--- src/core/fpcs_pkg.sv ---
/*
  Constants shared by the fast-mode control/status register pair: management
  frame fields, register numbers, control bit positions, reset values and
  indicator stretch timing.
  Assumes a 100 MHz system clock and register numbers as seen on the
  management serial interface.
*/
`default_nettype none

package fpcs_pkg;

  ////////////////////////////////////////////////////////////////////////////
  // Clock and timing
  localparam int unsigned CLK_HZ          = 100_000_000;
  localparam int unsigned STRETCH_MIN_MS  = 42;
  // Cycles in one stretch tick; two ticks give the 42 ms to 84 ms window
  localparam int unsigned STRETCH_TICK_CYC_DEF = STRETCH_MIN_MS * (CLK_HZ / 1000);
  localparam logic [1:0]  STRETCH_TICKS   = 2'h2;

  ////////////////////////////////////////////////////////////////////////////
  // Management frame
  localparam logic [1:0]  OP_RD           = 2'h2;
  localparam logic [1:0]  OP_WR           = 2'h1;
  localparam logic [4:0]  HDR_LAST        = 5'h0B;
  localparam logic [4:0]  DATA_LAST       = 5'h0F;
  localparam logic [4:0]  REG_STATUS      = 5'h1C;
  localparam logic [4:0]  REG_CTRL        = 5'h1D;

  ////////////////////////////////////////////////////////////////////////////
  // Status register bits
  localparam int unsigned STS_FAST_UP     = 1;
  localparam int unsigned STS_SLOW_UP     = 0;

  ////////////////////////////////////////////////////////////////////////////
  // Control register bits
  localparam int unsigned CTRL_SOFT_RST   = 15;
  localparam int unsigned CTRL_TEST_A     = 14;
  localparam int unsigned CTRL_TEST_B     = 13;
  localparam int unsigned CTRL_TX_ON      = 12;
  localparam int unsigned CTRL_BIT_A      = 11;
  localparam int unsigned CTRL_CS_SELECT  = 10;
  localparam int unsigned CTRL_LINK_ERR   = 9;
  localparam int unsigned CTRL_PACKET_ERROR_REPORT_EN    = 8;
  localparam int unsigned CTRL_STRETCH    = 7;
  localparam int unsigned CTRL_CODEC_BYP  = 6;
  localparam int unsigned CTRL_ALIGN_BYP  = 5;
  localparam int unsigned CTRL_SCR_BYP    = 4;
  localparam int unsigned CTRL_CARIN      = 3;
  localparam int unsigned CTRL_JAM        = 2;
  localparam int unsigned CTRL_FEF        = 1;
  localparam int unsigned CTRL_FIBER      = 0;
  localparam logic [15:0] CTRL_RST_VAL    = 16'h1000;

  ////////////////////////////////////////////////////////////////////////////
  // Receive error codes placed on the nibble bus
  localparam logic [3:0]  LINK_ERR_CODE_DEF = 4'h1;
  localparam logic [3:0]  PACKET_ERROR_REPORT_EN_CODE_DEF  = 4'h2;

  typedef enum logic [2:0] {
    MS_IDLE,
    MS_START,
    MS_HDR,
    MS_TA,
    MS_DATA
  } fpcs_mdio_st_t;

endpackage

`default_nettype wire

--- src/core/fpcs_tick.sv ---
/*
  Free-running divider giving a one-cycle enable pulse every DIV cycles.
  Assumes DIV is at least 2.
*/
`default_nettype none

module fpcs_tick #(
  parameter int unsigned DIV = 4
) (
  // Clock and reset
  input  wire logic CLK_SYS,
  input  wire logic NRST,
  // Enable pulse
  output logic      TICK
);

  localparam int unsigned CW = $clog2(DIV);

  typedef struct packed {
    logic [CW-1:0] cnt;
    logic          tick;
  } fpcs_tick_st_t;

  fpcs_tick_st_t st_ff;
  fpcs_tick_st_t nxt_st;

  always_comb begin
    nxt_st = st_ff;
    nxt_st.tick = 1'h0;
    if (st_ff.cnt == CW'(DIV - 1)) begin
      nxt_st.cnt  = '0;
      nxt_st.tick = 1'h1;
    end else begin
      nxt_st.cnt = st_ff.cnt + CW'(1);
    end
  end

  always_ff @(posedge CLK_SYS or negedge NRST) begin
    if (!NRST) begin
      st_ff <= '0;
    end else begin
      st_ff <= nxt_st;
    end
  end

  assign TICK = st_ff.tick;

endmodule // fpcs_tick

`default_nettype wire

--- src/core/fpcs_stretch.sv ---
/*
  Indicator pulse stretcher: while enabled, the output holds for two ticks
  of the stretch divider after the input falls.
  Assumes TICK is a one-cycle pulse from fpcs_tick.
*/
`default_nettype none

module fpcs_stretch (
  // Clock and reset
  input  wire logic CLK_SYS,
  input  wire logic NRST,
  // Control
  input  wire logic TICK,
  input  wire logic EN,
  // Indicator
  input  wire logic SIG_IN,
  output logic      SIG_OUT
);
  import fpcs_pkg::*;

  typedef struct packed {
    logic [1:0] hold;
    logic       out;
  } fpcs_str_st_t;

  fpcs_str_st_t st_ff;
  fpcs_str_st_t nxt_st;

  always_comb begin
    nxt_st = st_ff;
    // Partial first tick makes the window 42 to 84 ms rather than exact
    if (SIG_IN) begin
      nxt_st.hold = STRETCH_TICKS;
    end else if (TICK && st_ff.hold != 2'h0) begin
      nxt_st.hold = st_ff.hold - 2'h1;
    end
    nxt_st.out = SIG_IN || (EN && st_ff.hold != 2'h0);
  end

  always_ff @(posedge CLK_SYS or negedge NRST) begin
    if (!NRST) begin
      st_ff <= '0;
    end else begin
      st_ff <= nxt_st;
    end
  end

  assign SIG_OUT = st_ff.out;
endmodule // fpcs_stretch

`default_nettype wire

--- src/core/fpcs_ctrl_status.sv ---
/*
  Per-port fast-mode control register and link-up status register, reached
  by management frames on MDC/MDIO, with the port controls they drive.
  Assumes MDC and all pins are synchronous to CLK_SYS and MDC runs at most
  at one quarter of CLK_SYS. Other registers of the port answer elsewhere.
*/
`default_nettype none

// What this block does
// - Status bit 28.1 reads 1 while the fast transceiver is up, read-only.
// - Status bit 28.0 reads 1 while the slow transceiver is up, read-only.
// - Writing 1 to 29.15 resets registers 0-15, 28 and 29 to defaults.
// - The soft reset bit clears itself after the reset is applied.
// - Bits 29.14 and 29.13 are test-only; stored and driven out on TEST_RESET_A and TEST_RESET_B.
// - With 29.12 at 0 the pair outputs go positive low, negative high; default 1.
// - LED blinking is on when 29.11 or the blink input is 1; default 0.
// - Carrier sense select 1 means receive only; 0 means receive or transmit.
// - Effective carrier sense select is 29.10 ORed with its pin.
// - With 29.9 set, a link error code goes on the nibble bus on errors.
// - With 29.8 set, a scrambler-unlocked code goes on the nibble bus on errors.
// - With 29.7 set, collision, transmit and receive indicators stretch 42-84 ms.
// - Codec bypass is 29.6 ORed with its pin.
// - Aligner bypass follows 29.5.
// - Scrambler bypass is 29.4 ORed with its pin.
// - Carrier integrity monitor is on with 29.3 or its pin.
// - With 29.2 set, carrier integrity jam is ORed into collision sense.
// - Far-end fault runs when 29.1 is 1; default 0.
// - Fiber mode is 29.0 ORed with its pin.
module fpcs_ctrl_status #(
  parameter int unsigned STRETCH_TICK_CYC = fpcs_pkg::STRETCH_TICK_CYC_DEF,
  parameter logic [3:0]  LINK_ERR_CODE    = fpcs_pkg::LINK_ERR_CODE_DEF,
  parameter logic [3:0]  PACKET_ERROR_REPORT_EN_CODE     = fpcs_pkg::PACKET_ERROR_REPORT_EN_CODE_DEF
) (
  // Clock and reset
  input  wire logic       CLK_SYS,
  input  wire logic       NRST,
  // Management serial interface
  input  wire logic       MDC,
  input  wire logic       MDIO_IN,
  output logic            MDIO_OUT,
  output logic            MDIO_OE,
  input  wire logic [4:0] PHY_ADDR,
  // Link state
  input  wire logic       FAST_LINK_UP,
  input  wire logic       SLOW_LINK_UP,
  // Reset controls
  output logic            MGMT_SOFT_RESET,
  output logic            TEST_RESET_A,
  output logic            TEST_RESET_B,
  // Twisted-pair transmit
  input  wire logic       TX_POS_IN,
  input  wire logic       TX_NEG_IN,
  output logic            TP_OUT_POS,
  output logic            TP_OUT_NEG,
  // Carrier and collision
  input  wire logic       CARRIER_SENSE_SELECT_PIN,
  input  wire logic       RX_ACTIVE,
  input  wire logic       TX_ACTIVE,
  input  wire logic       COLLISION_IN,
  input  wire logic       JAM_IN,
  output logic            CARRIER_SENSE_OUT,
  output logic            COLLISION_SENSE_OUT,
  // Receive nibble bus
  input  wire logic [3:0] RX_NIBBLE_IN,
  input  wire logic       RX_ERROR_IN,
  input  wire logic       LINK_ERROR_IN,
  input  wire logic       SCRAMBLER_UNLOCKED_IN,
  output logic [3:0]      RX_NIBBLE_BUS,
  output logic            RX_ERROR_OUT,
  // Indicators
  input  wire logic       BIT_A_INPUT,
  output logic            BLINK_ENABLE,
  output logic            COLLISION_INDICATOR,
  output logic            TRANSMIT_INDICATOR,
  output logic            RECEIVE_INDICATOR,
  // Datapath modes
  input  wire logic       CODEC_BYPASS_PIN,
  input  wire logic       SCRAMBLER_BYPASS_PIN,
  input  wire logic       CARRIER_INTEGRITY_PIN,
  input  wire logic       FIBER_MODE_PIN,
  output logic            CODEC_BYPASS,
  output logic            ALIGNER_BYPASS,
  output logic            SCRAMBLER_BYPASS,
  output logic            CARRIER_INTEGRITY_EN,
  output logic            FAR_END_FAULT_EN,
  output logic            FIBER_MODE
);
  import fpcs_pkg::*;

  typedef struct packed {
    fpcs_mdio_st_t ms;
    logic          mdc_q;
    logic          pre;
    logic [4:0]    cnt;
    logic [11:0]   hdr;
    logic [15:0]   sr;
    logic          rd_hit;
    logic          wr_hit;
    logic          mdio_out;
    logic          mdio_oe;
    logic [15:0]   ctrl;
    logic          soft_rst;
    logic          tp_pos;
    logic          tp_neg;
    logic          crs;
    logic          col_sense;
    logic [3:0]    rx_nib;
    logic          rx_er;
  } fpcs_main_st_t;

  localparam fpcs_main_st_t ST_RST = '{
    ms: MS_IDLE, mdc_q: 1'h0, pre: 1'h0, cnt: 5'h00, hdr: 12'h000,
    sr: 16'h0000, rd_hit: 1'h0, wr_hit: 1'h0, mdio_out: 1'h0,
    mdio_oe: 1'h0, ctrl: CTRL_RST_VAL, soft_rst: 1'h0, tp_pos: 1'h0,
    tp_neg: 1'h1, crs: 1'h0, col_sense: 1'h0, rx_nib: 4'h0, rx_er: 1'h0};

  fpcs_main_st_t st_ff;
  fpcs_main_st_t nxt_st;

  logic        mdc_rise;
  logic        hdr_done;
  logic [11:0] hdr_word;
  logic        wr_now;
  logic [15:0] wr_word;
  logic        cs_sel_eff;
  logic        tick;

  ////////////////////////////////////////////////////////////////////////////
  // Management frames and register file

  assign mdc_rise = MDC && !st_ff.mdc_q;
  assign hdr_word = {st_ff.hdr[10:0], MDIO_IN};
  assign hdr_done = mdc_rise && st_ff.ms == MS_HDR && st_ff.cnt == HDR_LAST;
  assign wr_word  = {st_ff.sr[14:0], MDIO_IN};
  assign wr_now   = mdc_rise && st_ff.ms == MS_DATA && st_ff.cnt == DATA_LAST
                    && st_ff.wr_hit;
  assign cs_sel_eff = st_ff.ctrl[CTRL_CS_SELECT] || CARRIER_SENSE_SELECT_PIN;

  always_comb begin
    nxt_st = st_ff;
    nxt_st.mdc_q    = MDC;
    nxt_st.soft_rst = 1'h0;
    if (mdc_rise) begin
      case (st_ff.ms)
        MS_IDLE: begin
          // Short preamble accepted: any run of ones before the start bit
          if (MDIO_IN) begin
            nxt_st.pre = 1'h1;
          end else if (st_ff.pre) begin
            nxt_st.ms = MS_START;
          end
        end
        MS_START: begin
          nxt_st.pre = 1'h0;
          nxt_st.cnt = 5'h00;
          nxt_st.ms  = MDIO_IN ? MS_HDR : MS_IDLE;
        end
        MS_HDR: begin
          nxt_st.hdr = hdr_word;
          nxt_st.cnt = st_ff.cnt + 5'h01;
          if (hdr_done) begin
            nxt_st.ms  = MS_TA;
            nxt_st.cnt = 5'h00;
            nxt_st.rd_hit = hdr_word[11:10] == OP_RD && hdr_word[9:5] == PHY_ADDR
                            && (hdr_word[4:0] == REG_STATUS
                                || hdr_word[4:0] == REG_CTRL);
            nxt_st.wr_hit = hdr_word[11:10] == OP_WR && hdr_word[9:5] == PHY_ADDR
                            && hdr_word[4:0] == REG_CTRL;
            // Read data is captured here so the word is coherent
            if (hdr_word[4:0] == REG_STATUS) begin
              nxt_st.sr = 16'h0000;
              nxt_st.sr[STS_FAST_UP] = FAST_LINK_UP;
              nxt_st.sr[STS_SLOW_UP] = SLOW_LINK_UP;
            end else begin
              nxt_st.sr = st_ff.ctrl;
            end
          end
        end
        MS_TA: begin
          nxt_st.cnt = st_ff.cnt + 5'h01;
          if (st_ff.cnt == 5'h00) begin
            // First turnaround bit left to the controller, second driven 0
            nxt_st.mdio_oe  = st_ff.rd_hit;
            nxt_st.mdio_out = 1'h0;
          end else begin
            nxt_st.ms       = MS_DATA;
            nxt_st.cnt      = 5'h00;
            nxt_st.mdio_out = st_ff.sr[15];
            nxt_st.sr       = wr_word;
          end
        end
        MS_DATA: begin
          nxt_st.cnt      = st_ff.cnt + 5'h01;
          nxt_st.mdio_out = st_ff.sr[15];
          nxt_st.sr       = wr_word;
          if (st_ff.cnt == DATA_LAST) begin
            nxt_st.ms       = MS_IDLE;
            nxt_st.mdio_oe  = 1'h0;
            nxt_st.mdio_out = 1'h0;
            nxt_st.rd_hit   = 1'h0;
            nxt_st.wr_hit   = 1'h0;
          end
        end
        default: begin
          nxt_st.ms = MS_IDLE;
        end
      endcase
    end
    if (wr_now) begin
      if (wr_word[CTRL_SOFT_RST]) begin
        // Whole word dropped: the reset wins over the other written bits
        nxt_st.ctrl     = CTRL_RST_VAL;
        nxt_st.soft_rst = 1'h1;
      end else begin
        nxt_st.ctrl = wr_word;
      end
      nxt_st.ctrl[CTRL_SOFT_RST] = 1'h0;
    end

    ////////////////////////////////////////////////////////////////////////
    // Port datapath controls
    nxt_st.tp_pos = st_ff.ctrl[CTRL_TX_ON] ? TX_POS_IN : 1'h0;
    nxt_st.tp_neg = st_ff.ctrl[CTRL_TX_ON] ? TX_NEG_IN : 1'h1;
    nxt_st.crs = cs_sel_eff ? RX_ACTIVE : (RX_ACTIVE || TX_ACTIVE);
    nxt_st.col_sense = COLLISION_IN || nxt_st.crs
                       || (st_ff.ctrl[CTRL_JAM] && JAM_IN);
    nxt_st.rx_er  = RX_ERROR_IN;
    nxt_st.rx_nib = RX_NIBBLE_IN;
    if (RX_ERROR_IN) begin
      // Link error code takes precedence when both conditions hold
      if (st_ff.ctrl[CTRL_LINK_ERR] && LINK_ERROR_IN) begin
        nxt_st.rx_nib = LINK_ERR_CODE;
      end else if (st_ff.ctrl[CTRL_PACKET_ERROR_REPORT_EN] && SCRAMBLER_UNLOCKED_IN) begin
        nxt_st.rx_nib = PACKET_ERROR_REPORT_EN_CODE;
      end
    end
  end

  always_ff @(posedge CLK_SYS or negedge NRST) begin
    if (!NRST) begin
      st_ff <= ST_RST;
    end else begin
      st_ff <= nxt_st;
    end
  end

  ////////////////////////////////////////////////////////////////////////////
  // Indicator stretching

  fpcs_tick #(
    .DIV (STRETCH_TICK_CYC)
  ) u_tick (
    .CLK_SYS (CLK_SYS),
    .NRST    (NRST),
    .TICK    (tick)
  );

  fpcs_stretch u_str_col (
    .CLK_SYS (CLK_SYS),
    .NRST    (NRST),
    .TICK    (tick),
    .EN      (st_ff.ctrl[CTRL_STRETCH]),
    .SIG_IN  (COLLISION_IN),
    .SIG_OUT (COLLISION_INDICATOR)
  );

  fpcs_stretch u_str_tx (
    .CLK_SYS (CLK_SYS),
    .NRST    (NRST),
    .TICK    (tick),
    .EN      (st_ff.ctrl[CTRL_STRETCH]),
    .SIG_IN  (TX_ACTIVE),
    .SIG_OUT (TRANSMIT_INDICATOR)
  );

  fpcs_stretch u_str_rx (
    .CLK_SYS (CLK_SYS),
    .NRST    (NRST),
    .TICK    (tick),
    .EN      (st_ff.ctrl[CTRL_STRETCH]),
    .SIG_IN  (RX_ACTIVE),
    .SIG_OUT (RECEIVE_INDICATOR)
  );

  ////////////////////////////////////////////////////////////////////////////
  // Outputs

  assign MDIO_OUT             = st_ff.mdio_out;
  assign MDIO_OE              = st_ff.mdio_oe;
  assign MGMT_SOFT_RESET      = st_ff.soft_rst;
  assign TEST_RESET_A         = st_ff.ctrl[CTRL_TEST_A];
  assign TEST_RESET_B         = st_ff.ctrl[CTRL_TEST_B];
  assign TP_OUT_POS           = st_ff.tp_pos;
  assign TP_OUT_NEG           = st_ff.tp_neg;
  assign CARRIER_SENSE_OUT    = st_ff.crs;
  assign COLLISION_SENSE_OUT  = st_ff.col_sense;
  assign RX_NIBBLE_BUS        = st_ff.rx_nib;
  assign RX_ERROR_OUT         = st_ff.rx_er;
  assign BLINK_ENABLE         = st_ff.ctrl[CTRL_BIT_A] || BIT_A_INPUT;
  assign CODEC_BYPASS         = st_ff.ctrl[CTRL_CODEC_BYP] || CODEC_BYPASS_PIN;
  assign ALIGNER_BYPASS       = st_ff.ctrl[CTRL_ALIGN_BYP];
  assign SCRAMBLER_BYPASS     = st_ff.ctrl[CTRL_SCR_BYP] || SCRAMBLER_BYPASS_PIN;
  assign CARRIER_INTEGRITY_EN = st_ff.ctrl[CTRL_CARIN] || CARRIER_INTEGRITY_PIN;
  assign FAR_END_FAULT_EN     = st_ff.ctrl[CTRL_FEF];
  assign FIBER_MODE           = st_ff.ctrl[CTRL_FIBER] || FIBER_MODE_PIN;
endmodule // fpcs_ctrl_status

`default_nettype wire

--- config.mk ---
export PLATFORM = sky130hd
export DESIGN_NAME = fpcs_ctrl_status
export DESIGN_NICKNAME = d
export VERILOG_FILES = /design/src/core/fpcs_pkg.sv /design/src/core/fpcs_tick.sv /design/src/core/fpcs_stretch.sv /design/src/core/fpcs_ctrl_status.sv
export SDC_FILE = /design/constraint.sdc
export NUM_CORES = 1
export LEC_CHECK = 0
export BUFFER_PORTS_ARGS = -buffer_cell sky130_fd_sc_hd__buf_4
export CORE_MARGIN = 1
export CORE_UTILIZATION = 55
export CTS_BUF_LIST = sky130_fd_sc_hd__clkbuf_4
export DETAILED_ROUTE_END_ITERATION = 6
export GPL_TIMING_DRIVEN = 0
export PLACE_DENSITY_LB_ADDON = 0.08
export REMOVE_ABC_BUFFERS = 1
export SYNTH_ARGS = -nofsm -noshare
export SYNTH_HDL_FRONTEND = slang
export SYNTH_HIERARCHICAL = 1
export SYNTH_SLANG_ARGS = --single-unit
--- constraint.sdc ---
create_clock -name CLK_SYS -period 3.6 [get_ports CLK_SYS]
set_input_delay 0.72 -clock CLK_SYS [delete_from_list [all_inputs] [get_ports CLK_SYS]]
set_output_delay 0.72 -clock CLK_SYS [all_outputs]
set_load 0.01 [all_outputs]
== Word level (Yosys, flattened, before mapping) ==
Cells that the tools add are included.

* Flip-flop bits (word level): 99
* Input port bits: 30
* Output and inout port bits: 24

* Add/subtract/negate cells: 5
* Equality and inequality tests: 19
* Multiplexer cells: 38
* Reduce and logical (&&, ||, !) cells: 54

{| class="wikitable"
|+ Operator list
! cell !! number
|-
| one-hot mux 16 bit (3 select lines) || 1
|-
| two-way mux 15 bit || 2
|-
| adder 23 x 1 -> 23 bit, second input constant || 1
|-
| equality test 23 bit, second input constant || 1
|-
| two-way mux 23 bit || 1
|-
| one-hot mux 5 bit (4 select lines) || 1
|-
| logical AND 1 bit || 19
|-
| two-way mux 18 bit || 1
|-
| nonzero test 2 bit || 9
|-
| two-way mux 16 bit || 1
|-
| two-way mux 4 bit || 4
|-
| two-way mux 3 bit || 5
|-
| one-hot mux 3 bit (5 select lines) || 1
|-
| two-way mux 2 bit || 7
|-
| logical OR 1 bit || 13
|-
| != test 2 bit, second input constant || 6
|-
| AND reduction 4 bit || 3
|-
| equality test 5 x 4 -> 1 bit, second input constant || 2
|-
| equality test 5 bit, second input constant || 2
|-
| two-way mux 5 bit || 2
|-
| two-way mux 1 bit || 9
|-
| one-hot mux 2 bit (2 select lines) || 2
|-
| equality test 3 x 2 -> 1 bit, second input constant || 2
|-
| AND reduction 2 bit || 3
|-
| other kinds (16) || 18
|}

== Logic depth before layout (Yosys ltp) ==
Gate-level depths: netlist of run 1.

* Depth in word-level cells: 6
* Gate-level depth with buffers: 8
* Depth with buffers taken out: 7

== Hierarchy ==
The synthesis of run 1 kept the hierarchy.

{| class="wikitable"
|+ Modules (own cells, without submodules)
! module !! times used !! cells an instance !! area each (um2) !! seq. area each (um2)
|-
| fpcs_ctrl_status || 1 || 295 || 3234.4 || 1654.1
|-
| fpcs_tick || 1 || 99 || 1126.1 || 600.6
|-
| fpcs_stretch || 3 || 15 || 163.9 || 75.1
|}

== Worst setup path after synthesis of run 1 ==
Ideal clock, no wire load.

* Path type: register -> register
* Start point: register st_ff[58] (netlist bit)
* End point: register st_ff[36] (netlist bit)
* Arrival time: 2131 ps
* Data required time: 3475 ps
* Setup slack: 1344 ps
* Stages on the path, launching flop included: 9
* Period minus slack after synthesis: 2256 ps
* Cell sequence: dfrtp_1 -> inv_1 -> ha_1 -> or4b_1 -> clkbuf_2 -> a21o_4 -> a31oi_4 -> buf_12 -> mux2_4

* Cells in the longest elaborated chain, start to end: 4
* Elaborated cells between the ends (all ways): 6

{| class="wikitable"
|+ Ends and longest elaborated chain
! item !! line !! RTL
|-
| from (decl) || fpcs_ctrl_status.sv:117 || <nowiki>fpcs_main_st_t st_ff;</nowiki>
|-
| from (signal assigned) || fpcs_ctrl_status.sv:243 || <nowiki>st_ff <= nxt_st;</nowiki>
|-
| equality test 5 x 4 -> 1 bit || fpcs_ctrl_status.sv:133 || <nowiki>assign hdr_done = mdc_rise && st_ff.ms == MS_HDR && st_ff.cnt == HDR_LAST;</nowiki>
|-
| logical AND 1 bit || fpcs_ctrl_status.sv:133 ||
|-
| != test 2 bit (no line) || - ||
|-
| AND reduction 4 bit (no line) * || - ||
|}

Mark *: on every way between the ends. The rest lies on a longest branch, timed or not.
A chain may end at the register's enable or synchronous reset.

== Worst setup path after layout of run 1 ==
* Start point: register st_ff[65] (netlist bit)
* End point: register st_ff[10] (netlist bit)

* Cells in the longest elaborated chain, start to end: 4

{| class="wikitable"
|+ Ends and longest elaborated chain
! item !! line !! RTL
|-
| equality test 3 bit || fpcs_ctrl_status.sv:135 || <nowiki>assign wr_now = mdc_rise && st_ff.ms == MS_DATA && st_ff.cnt == DATA_LAST</nowiki>
|-
| logical AND 1 bit (2 in a row) || fpcs_ctrl_status.sv:135 ||
|-
| logical AND 1 bit || fpcs_ctrl_status.sv:136 || <nowiki>&& st_ff.wr_hit;</nowiki>
|}

No other way between the ends.

==> results of run 1 <==
-- final cells by class --
class	count	area share, %
Clock buffer	9	1.26
Clock inverter	6	0.795
Inverter	21	1.47
Multi-Input combinational cell	297	40.2
Sequential cell	99	46.3
Tap cell	105	2.45
Timing Repair Buffer	54	7.53
-- stage by stage --
stage	instances	setup WS, ns
floorplan	417	1.23
global placement	575	0.722
detailed placement	576	0.619
CTS	591	0.621
global route	591	0.288
finish	591	0.720
-- state kept, by name, indices dropped and copies added (netlist names) --
register / cells
u_str_tx/SIG_OUT: 1
u_tick/TICK: 1
hdr_word: 11
ALIGNER_BYPASS: 1
u_str_tx/st_ff: 2
FAR_END_FAULT_EN: 1
u_str_col/st_ff: 2
TP_OUT_NEG: 1
MGMT_SOFT_RESET: 1
TEST_RESET_A: 1
u_str_rx/st_ff: 2
u_str_col/SIG_OUT: 1
RX_ERROR_OUT: 1
MDIO_OE: 1
COLLISION_SENSE_OUT: 1
TEST_RESET_B: 1
RX_NIBBLE_BUS: 4
CARRIER_SENSE_OUT: 1
u_str_rx/SIG_OUT: 1
u_tick/st_ff: 23
TP_OUT_POS: 1
st_ff: 39
MDIO_OUT: 1
-- layer usage --
layer | track usage, % | wire length [um] | up-vias
met5 | 0 | 0 | -
met4 | 8.21 | 138 | 0
met3 | 4.66 | 315 | 12
met2 | 33.7 | 4170 | 58
met1 | 29.3 | 4200 | 1584
li1 | - | - | 1626
-- power breakdown --
group	switching [uW]	leakage [uW]	internal, uW
sequential	107	0.00130	1200
combinational	291	0.00114	203
clock	368	0.0000598	140
total	767	0.00250	1550
-- layout by cell type, fill, tap and decap left out, types with 5 or more instances in the layout --
cell type / count
nand3_1: 13
a22o_1: 13
ha_1: 7
buf_4: 53
nor4_1: 5
inv_1: 21
xnor2_1: 16
o21ai_0: 29
nor3_1: 7
nand4_1: 5
and3_1: 5
and2_1: 6
nor2_1: 21
or2_2: 6
nor2b_1: 5
mux2_4: 11
a21oi_1: 14
nand2_1: 46
xor2_1: 8
mux2_2: 18
clkbuf_4: 9
dfrtp_1: 97
-- logic make-up after synthesis --
kind of cell / after synthesis
and+or+nand+nor: 152
muxes: 31
AOI/OAI and AO/OA: 83
xor gates and xnor gates: 24
DFF: 99
buffers and inverters: 43
adders and majority gates: 7
-- final timing paths --
kind                            cells past startpoint                to  startpoint  slack (ns)
worst min register to register                      1        TP_OUT_NEG   st_ff[22]        0.50
worst max-delay path                                3         st_ff[10]   st_ff[65]        0.72
min in group asynchronous                           1      TEST_RESET_B        NRST        0.50
max in group asynchronous                           1  u_str_rx/SIG_OUT        NRST        2.32
worst min-delay path                                1         st_ff[64]         MDC        0.40
worst max register to register                      3         st_ff[10]   st_ff[65]        0.72
==> impl_metrics.toml, run 1 <==
[cells_and_area]
area_delta_synth_final_pct = 10.3
final_area_um2 = 5350
n_antenna_cell = 0
multi_input_area_um2 = 2150
fillers = 700
nNetsFinal = 519
regArea_um2 = 2480
postLayoutCoreUtil_pct = 63.9
drive_above_1_share_pct = 25.7

[timing]
skew_ns = 0.0181
tns_ns = 0
slew-limit-headroom_pct = 18.7
rsz0062_at_grt = "no"
fmax_mhz = 347
post-route-period-util_pct = 80.0
period_needed_ns = 2.88
drv_slew = 0
finalHoldViolCount = 0
holdWs_ns = 0.403
tightestPinTransition_ns = 1.22
setup_viol = 0

[route]
dr.pass1.iters = 4
ant_nets = 0
vias_per_cell = 5.55
detailroute.via_count = 3280
drt_iter0_drc = 199
wl_mm = 8.83
wl_per_cell_um = 14.9
drcViolationCount = 0

[synth]
synth_compound_area_share_pct = 11.7
ys_top_cells_by_count = "97 x dfrtp_1, 46 x nand2_1, 29 x o21ai_0"
synthSimpleGateAreaFrac_pct = 18.5
avgSynthCellArea_um2 = 11.1
synth-main-ff-cell = "dfrtp_1"
synth_top_area_share_pct = 50.0
netlist_area_um2 = 4850
synth_warnings = 6
synthMuxAreaShare_pct = 7.99
synthXorXnorAreaFrac_pct = 4.33
yosysMostFrequentCell = "dfrtp_1"
synthTopCellsByArea = "dfrtp_1 50%, mux2_2 4.2%, nand2_1 3.6%"
synth_edf_count = 0
synth-adder-area-share_pct = 1.81
netlist-cell-type-count = 68
synthCells = 439
synthArstFlopShare_pct = 100
ys_seq_area_share_pct = 51.1
ys_ff_latch = 99
synth_top_family_by_area = "simple AND/OR/NAND/NOR gates"
yosysTopAreaCell = "dfrtp_1"

[global_routing]
grt_pass1_wl_mm = 15.1
grt_pass1_vias = 3233
grt_max_degree = 100
grt_usage_pct = 21.5
antenna_found_initial = 0
overflow = 0

[clocking]
clock_path_buffers = 2
clk_latency_ns = 0.44
cts.sinks = 99
clockRootBuffer = "clkbuf_4"
path_clk_slew_ns = 0.15
cts_tree = "built"
cts.hold.buffers_added = 0
cts_resized = 0
cts_buffers = 9
post_cts_buffers = 0
htree_num_levels = 3

[placed_design]
gp_congestion = 0.849
dp_hpwl_mm = 5.97
dpl-instance-area_um2 = 5240
port-buffer-count = 53

[worst_hold_path]
hold_path_class = "primary input to register"

[critical_path]
end_kind = "register"
cpPeakStageDelay_ns = 0.98
crit_type = "register to register"
crit_path_top_delay_cell = "nand4_1"
start_kind = "register"
crit_chain = "nor3b_2 -> nand4_1 -> o31ai_1"
worstPathArrival_ns = 3.20
cp_max_fo = 31
required_ns = 3.92
path_buf_inv = 0
crit_family = "simple AND/OR/NAND/NOR gates"

[power]
p_per_area_nw_per_um2 = 432
ir_drop_mv = 0.337
total_power_uw = 2310
power_leakage_uw = 0.00250

[floorplan]
core_um2 = 8380
die_area_um2 = 9200
ios = 54
placementRows = 33
fp.dieH_um = 95.9
die_w_um = 95.9
floorplan.initialDensity_pct = 57.9

[run]
drv_cap = 0

[run_status]
status = "finished clean"
No activity file was read; power rests on OpenSTA's default activity.
==> run 2, diff against run 1 <==
==> constraint.sdc (replaced) <==
create_clock -name CLK_SYS -period 2.8 [get_ports CLK_SYS]
set_input_delay 0.56 -clock CLK_SYS [delete_from_list [all_inputs] [get_ports CLK_SYS]]
set_output_delay 0.56 -clock CLK_SYS [all_outputs]
set_load 0.01 [all_outputs]
==> run 2 against run 1 <==
Net effect: flip-flop and latch count stayed put; worst hold slack worse by 0.16 ns; utilization increased by 0.16 points; clock skew up 0.0037 ns; die area unchanged; final area increased by 0.26%; highest routed layer unchanged; first-iteration DRC count down 8.5%; sequential power grew 29%; sequential share of layout area down 0.12 points; maximum frequency increased by 8.4%; register-to-register slack lost 0.58 ns; routed wire length increased by 4.0%.
==> impl_metrics.toml, run 2 (synthesized netlist as in run 1, its figures left out) <==
[run_status]
status = "finished clean"

[clocking]
cts_tree = "built"
clk_latency_ns = 0.44
path_clk_slew_ns = 0.15
clockRootBuffer = "clkbuf_4"
cts_resized = 0
clock_path_buffers = 2
htree_num_levels = 3
cts_buffers = 9
cts.sinks = 99

[cells_and_area]
final_common_cell = "dfrtp_1"
n_antenna_cell = 0
nNetsFinal = 521
drive_above_1_share_pct = 25.8
largest-register = "st_ff"
largest_reg_flops = 39
final_cell_mix = "97 x dfrtp_1, 54 x buf_4, 46 x nand2_1"
multi_input_area_um2 = 2160
regArea_um2 = 2480
instances_no_fill = 593
area_delta_synth_final_pct = 10.6
fillers = 701
postLayoutCoreUtil_pct = 64.0

[power]
p_comb_share_pct = 21.5
p_int_uw = 1990
total_power_uw = 2980
clkPwrFrac_pct = 22.0
ir_drop_mv = 0.435
switching_share_pct = 33.3
power_leakage_uw = 0.00250
seqPwrFrac_pct = 56.5
p_per_area_nw_per_um2 = 555
p_switching_uw = 994

[critical_path]
start_kind = "register"
r2r_cells = 5
rrSetupSlack_ns = 0.14
r2r-start = "st_ff[65]"
required_ns = 3.18
worstPathArrival_ns = 3.04
r2r-end = "st_ff[36]"
crit_type = "register to register"
cp_max_fo = 19
end_kind = "register"
crit_start = "st_ff[65]"
endpoint = "st_ff[36]"

[global_routing]
grt_pass1_wl_mm = 15.5
grt_usage_pct = 22.1
overflow = 0
antenna_found_initial = 0
grt_max_degree = 100
grt_pass1_vias = 3264

[timing]
tightestPinTransition_ns = 1.23
drv_slew = 0
post-route-period-util_pct = 94.9
fmax_mhz = 376
skew_ns = 0.0218
tns_ns = 0
setup_viol = 0
finalHoldViolCount = 0
rsz0062_at_grt = "no"
period_needed_ns = 2.66
slew-limit-headroom_pct = 17.8

[route]
ant_nets = 0
wl_mm = 9.18
drcViolationCount = 0
detailroute.via_count = 3357
dr.pass1.iters = 4
vias_per_cell = 5.66
drt_iter0_drc = 182
wl_per_cell_um = 15.5

[floorplan]
placementRows = 33
ios = 54
die_area_um2 = 9200
core_um2 = 8380
fp.dieH_um = 95.9
die_w_um = 95.9
floorplan.initialDensity_pct = 57.9

[placed_design]
dp_hpwl_mm = 5.97
gp_congestion = 0.849
port-buffer-count = 53
dpl.cell_count = 576

[run]
drv_cap = 0

[worst_hold_path]
hold_path_class = "primary input to register"
## run 2: power by group through the flow
stage / combinational [uW] / clock [uW] / sequential, uW
3_3_place_gp: 621 / 0 / 1700
4_1_cts: 640 / 680 / 1680
3_5_place_dp: 636 / 0 / 1710
6_report: 641 / 655 / 1690
5_1_grt: 719 / 725 / 1710
2_1_floorplan: 418 / 0 / 1680
## run 2: worst min-delay path by stage
| stage | from | to | cells past startpoint |
|---|---|---|---|
| after floorplan | NRST | ALIGNER_BYPASS | 0 |
| after global placement | st_ff[22] | TP_OUT_NEG | 1 |
| after CTS | MDC | st_ff[64] | 1 |
| after detailed placement | st_ff[22] | TP_OUT_NEG | 1 |
| after global routing | MDC | st_ff[64] | 1 |
| final | MDC | st_ff[64] | 1 |
## run 2: critical path: stages, from the launching register on
cell	delay, ns
dfrtp_1	0.77
nor3b_2	0.27
a221oi_1	0.90
buf_2	0.34
a22o_1	0.17
mux2_4	0.14
## run 2: what timing repair did
action                     in CTS  in global routing
pin swaps                       1                  2
setup endpoints to repair      15                 14
cloned                          1                  0
hold buffers                    0                  0
hold endpoints to repair        0                  0
buffers inserted                0                  1
## run 2: final cells by class
| type | count | share of cell area, % |
|---|---|---|
| clock buffer | 9 | 1.26 |
| clock inverter | 6 | 0.793 |
| inverter | 21 | 1.47 |
| multi-input combinational | 298 | 40.2 |
| sequential | 99 | 46.2 |
| tap | 105 | 2.45 |
| timing repair buffer | 55 | 7.65 |
## run 2: stage by stage
stage	hold WS [ns]	setup WS, ns	cell area [um2]
5_1_grt	0.205	0.0188	5370
3_5_place_dp	0.467	-0.181	5240
2_1_floorplan	0.264	0.426	4710
3_3_place_gp	0.459	-0.0781	5240
6_report	0.242	0.143	5370
4_1_cts	0.205	0.108	5360
## run 2: routing by layer
layer	wire (um)	track usage (%)	share of wire, %	vias to the layer above
li1	-	-	-	1635
met1	4300	30.2	47	1628
met2	4320	34.9	47	80
met3	393	4.66	4.3	14
met4	167	7.84	1.8	0
met5	0	0	0	-
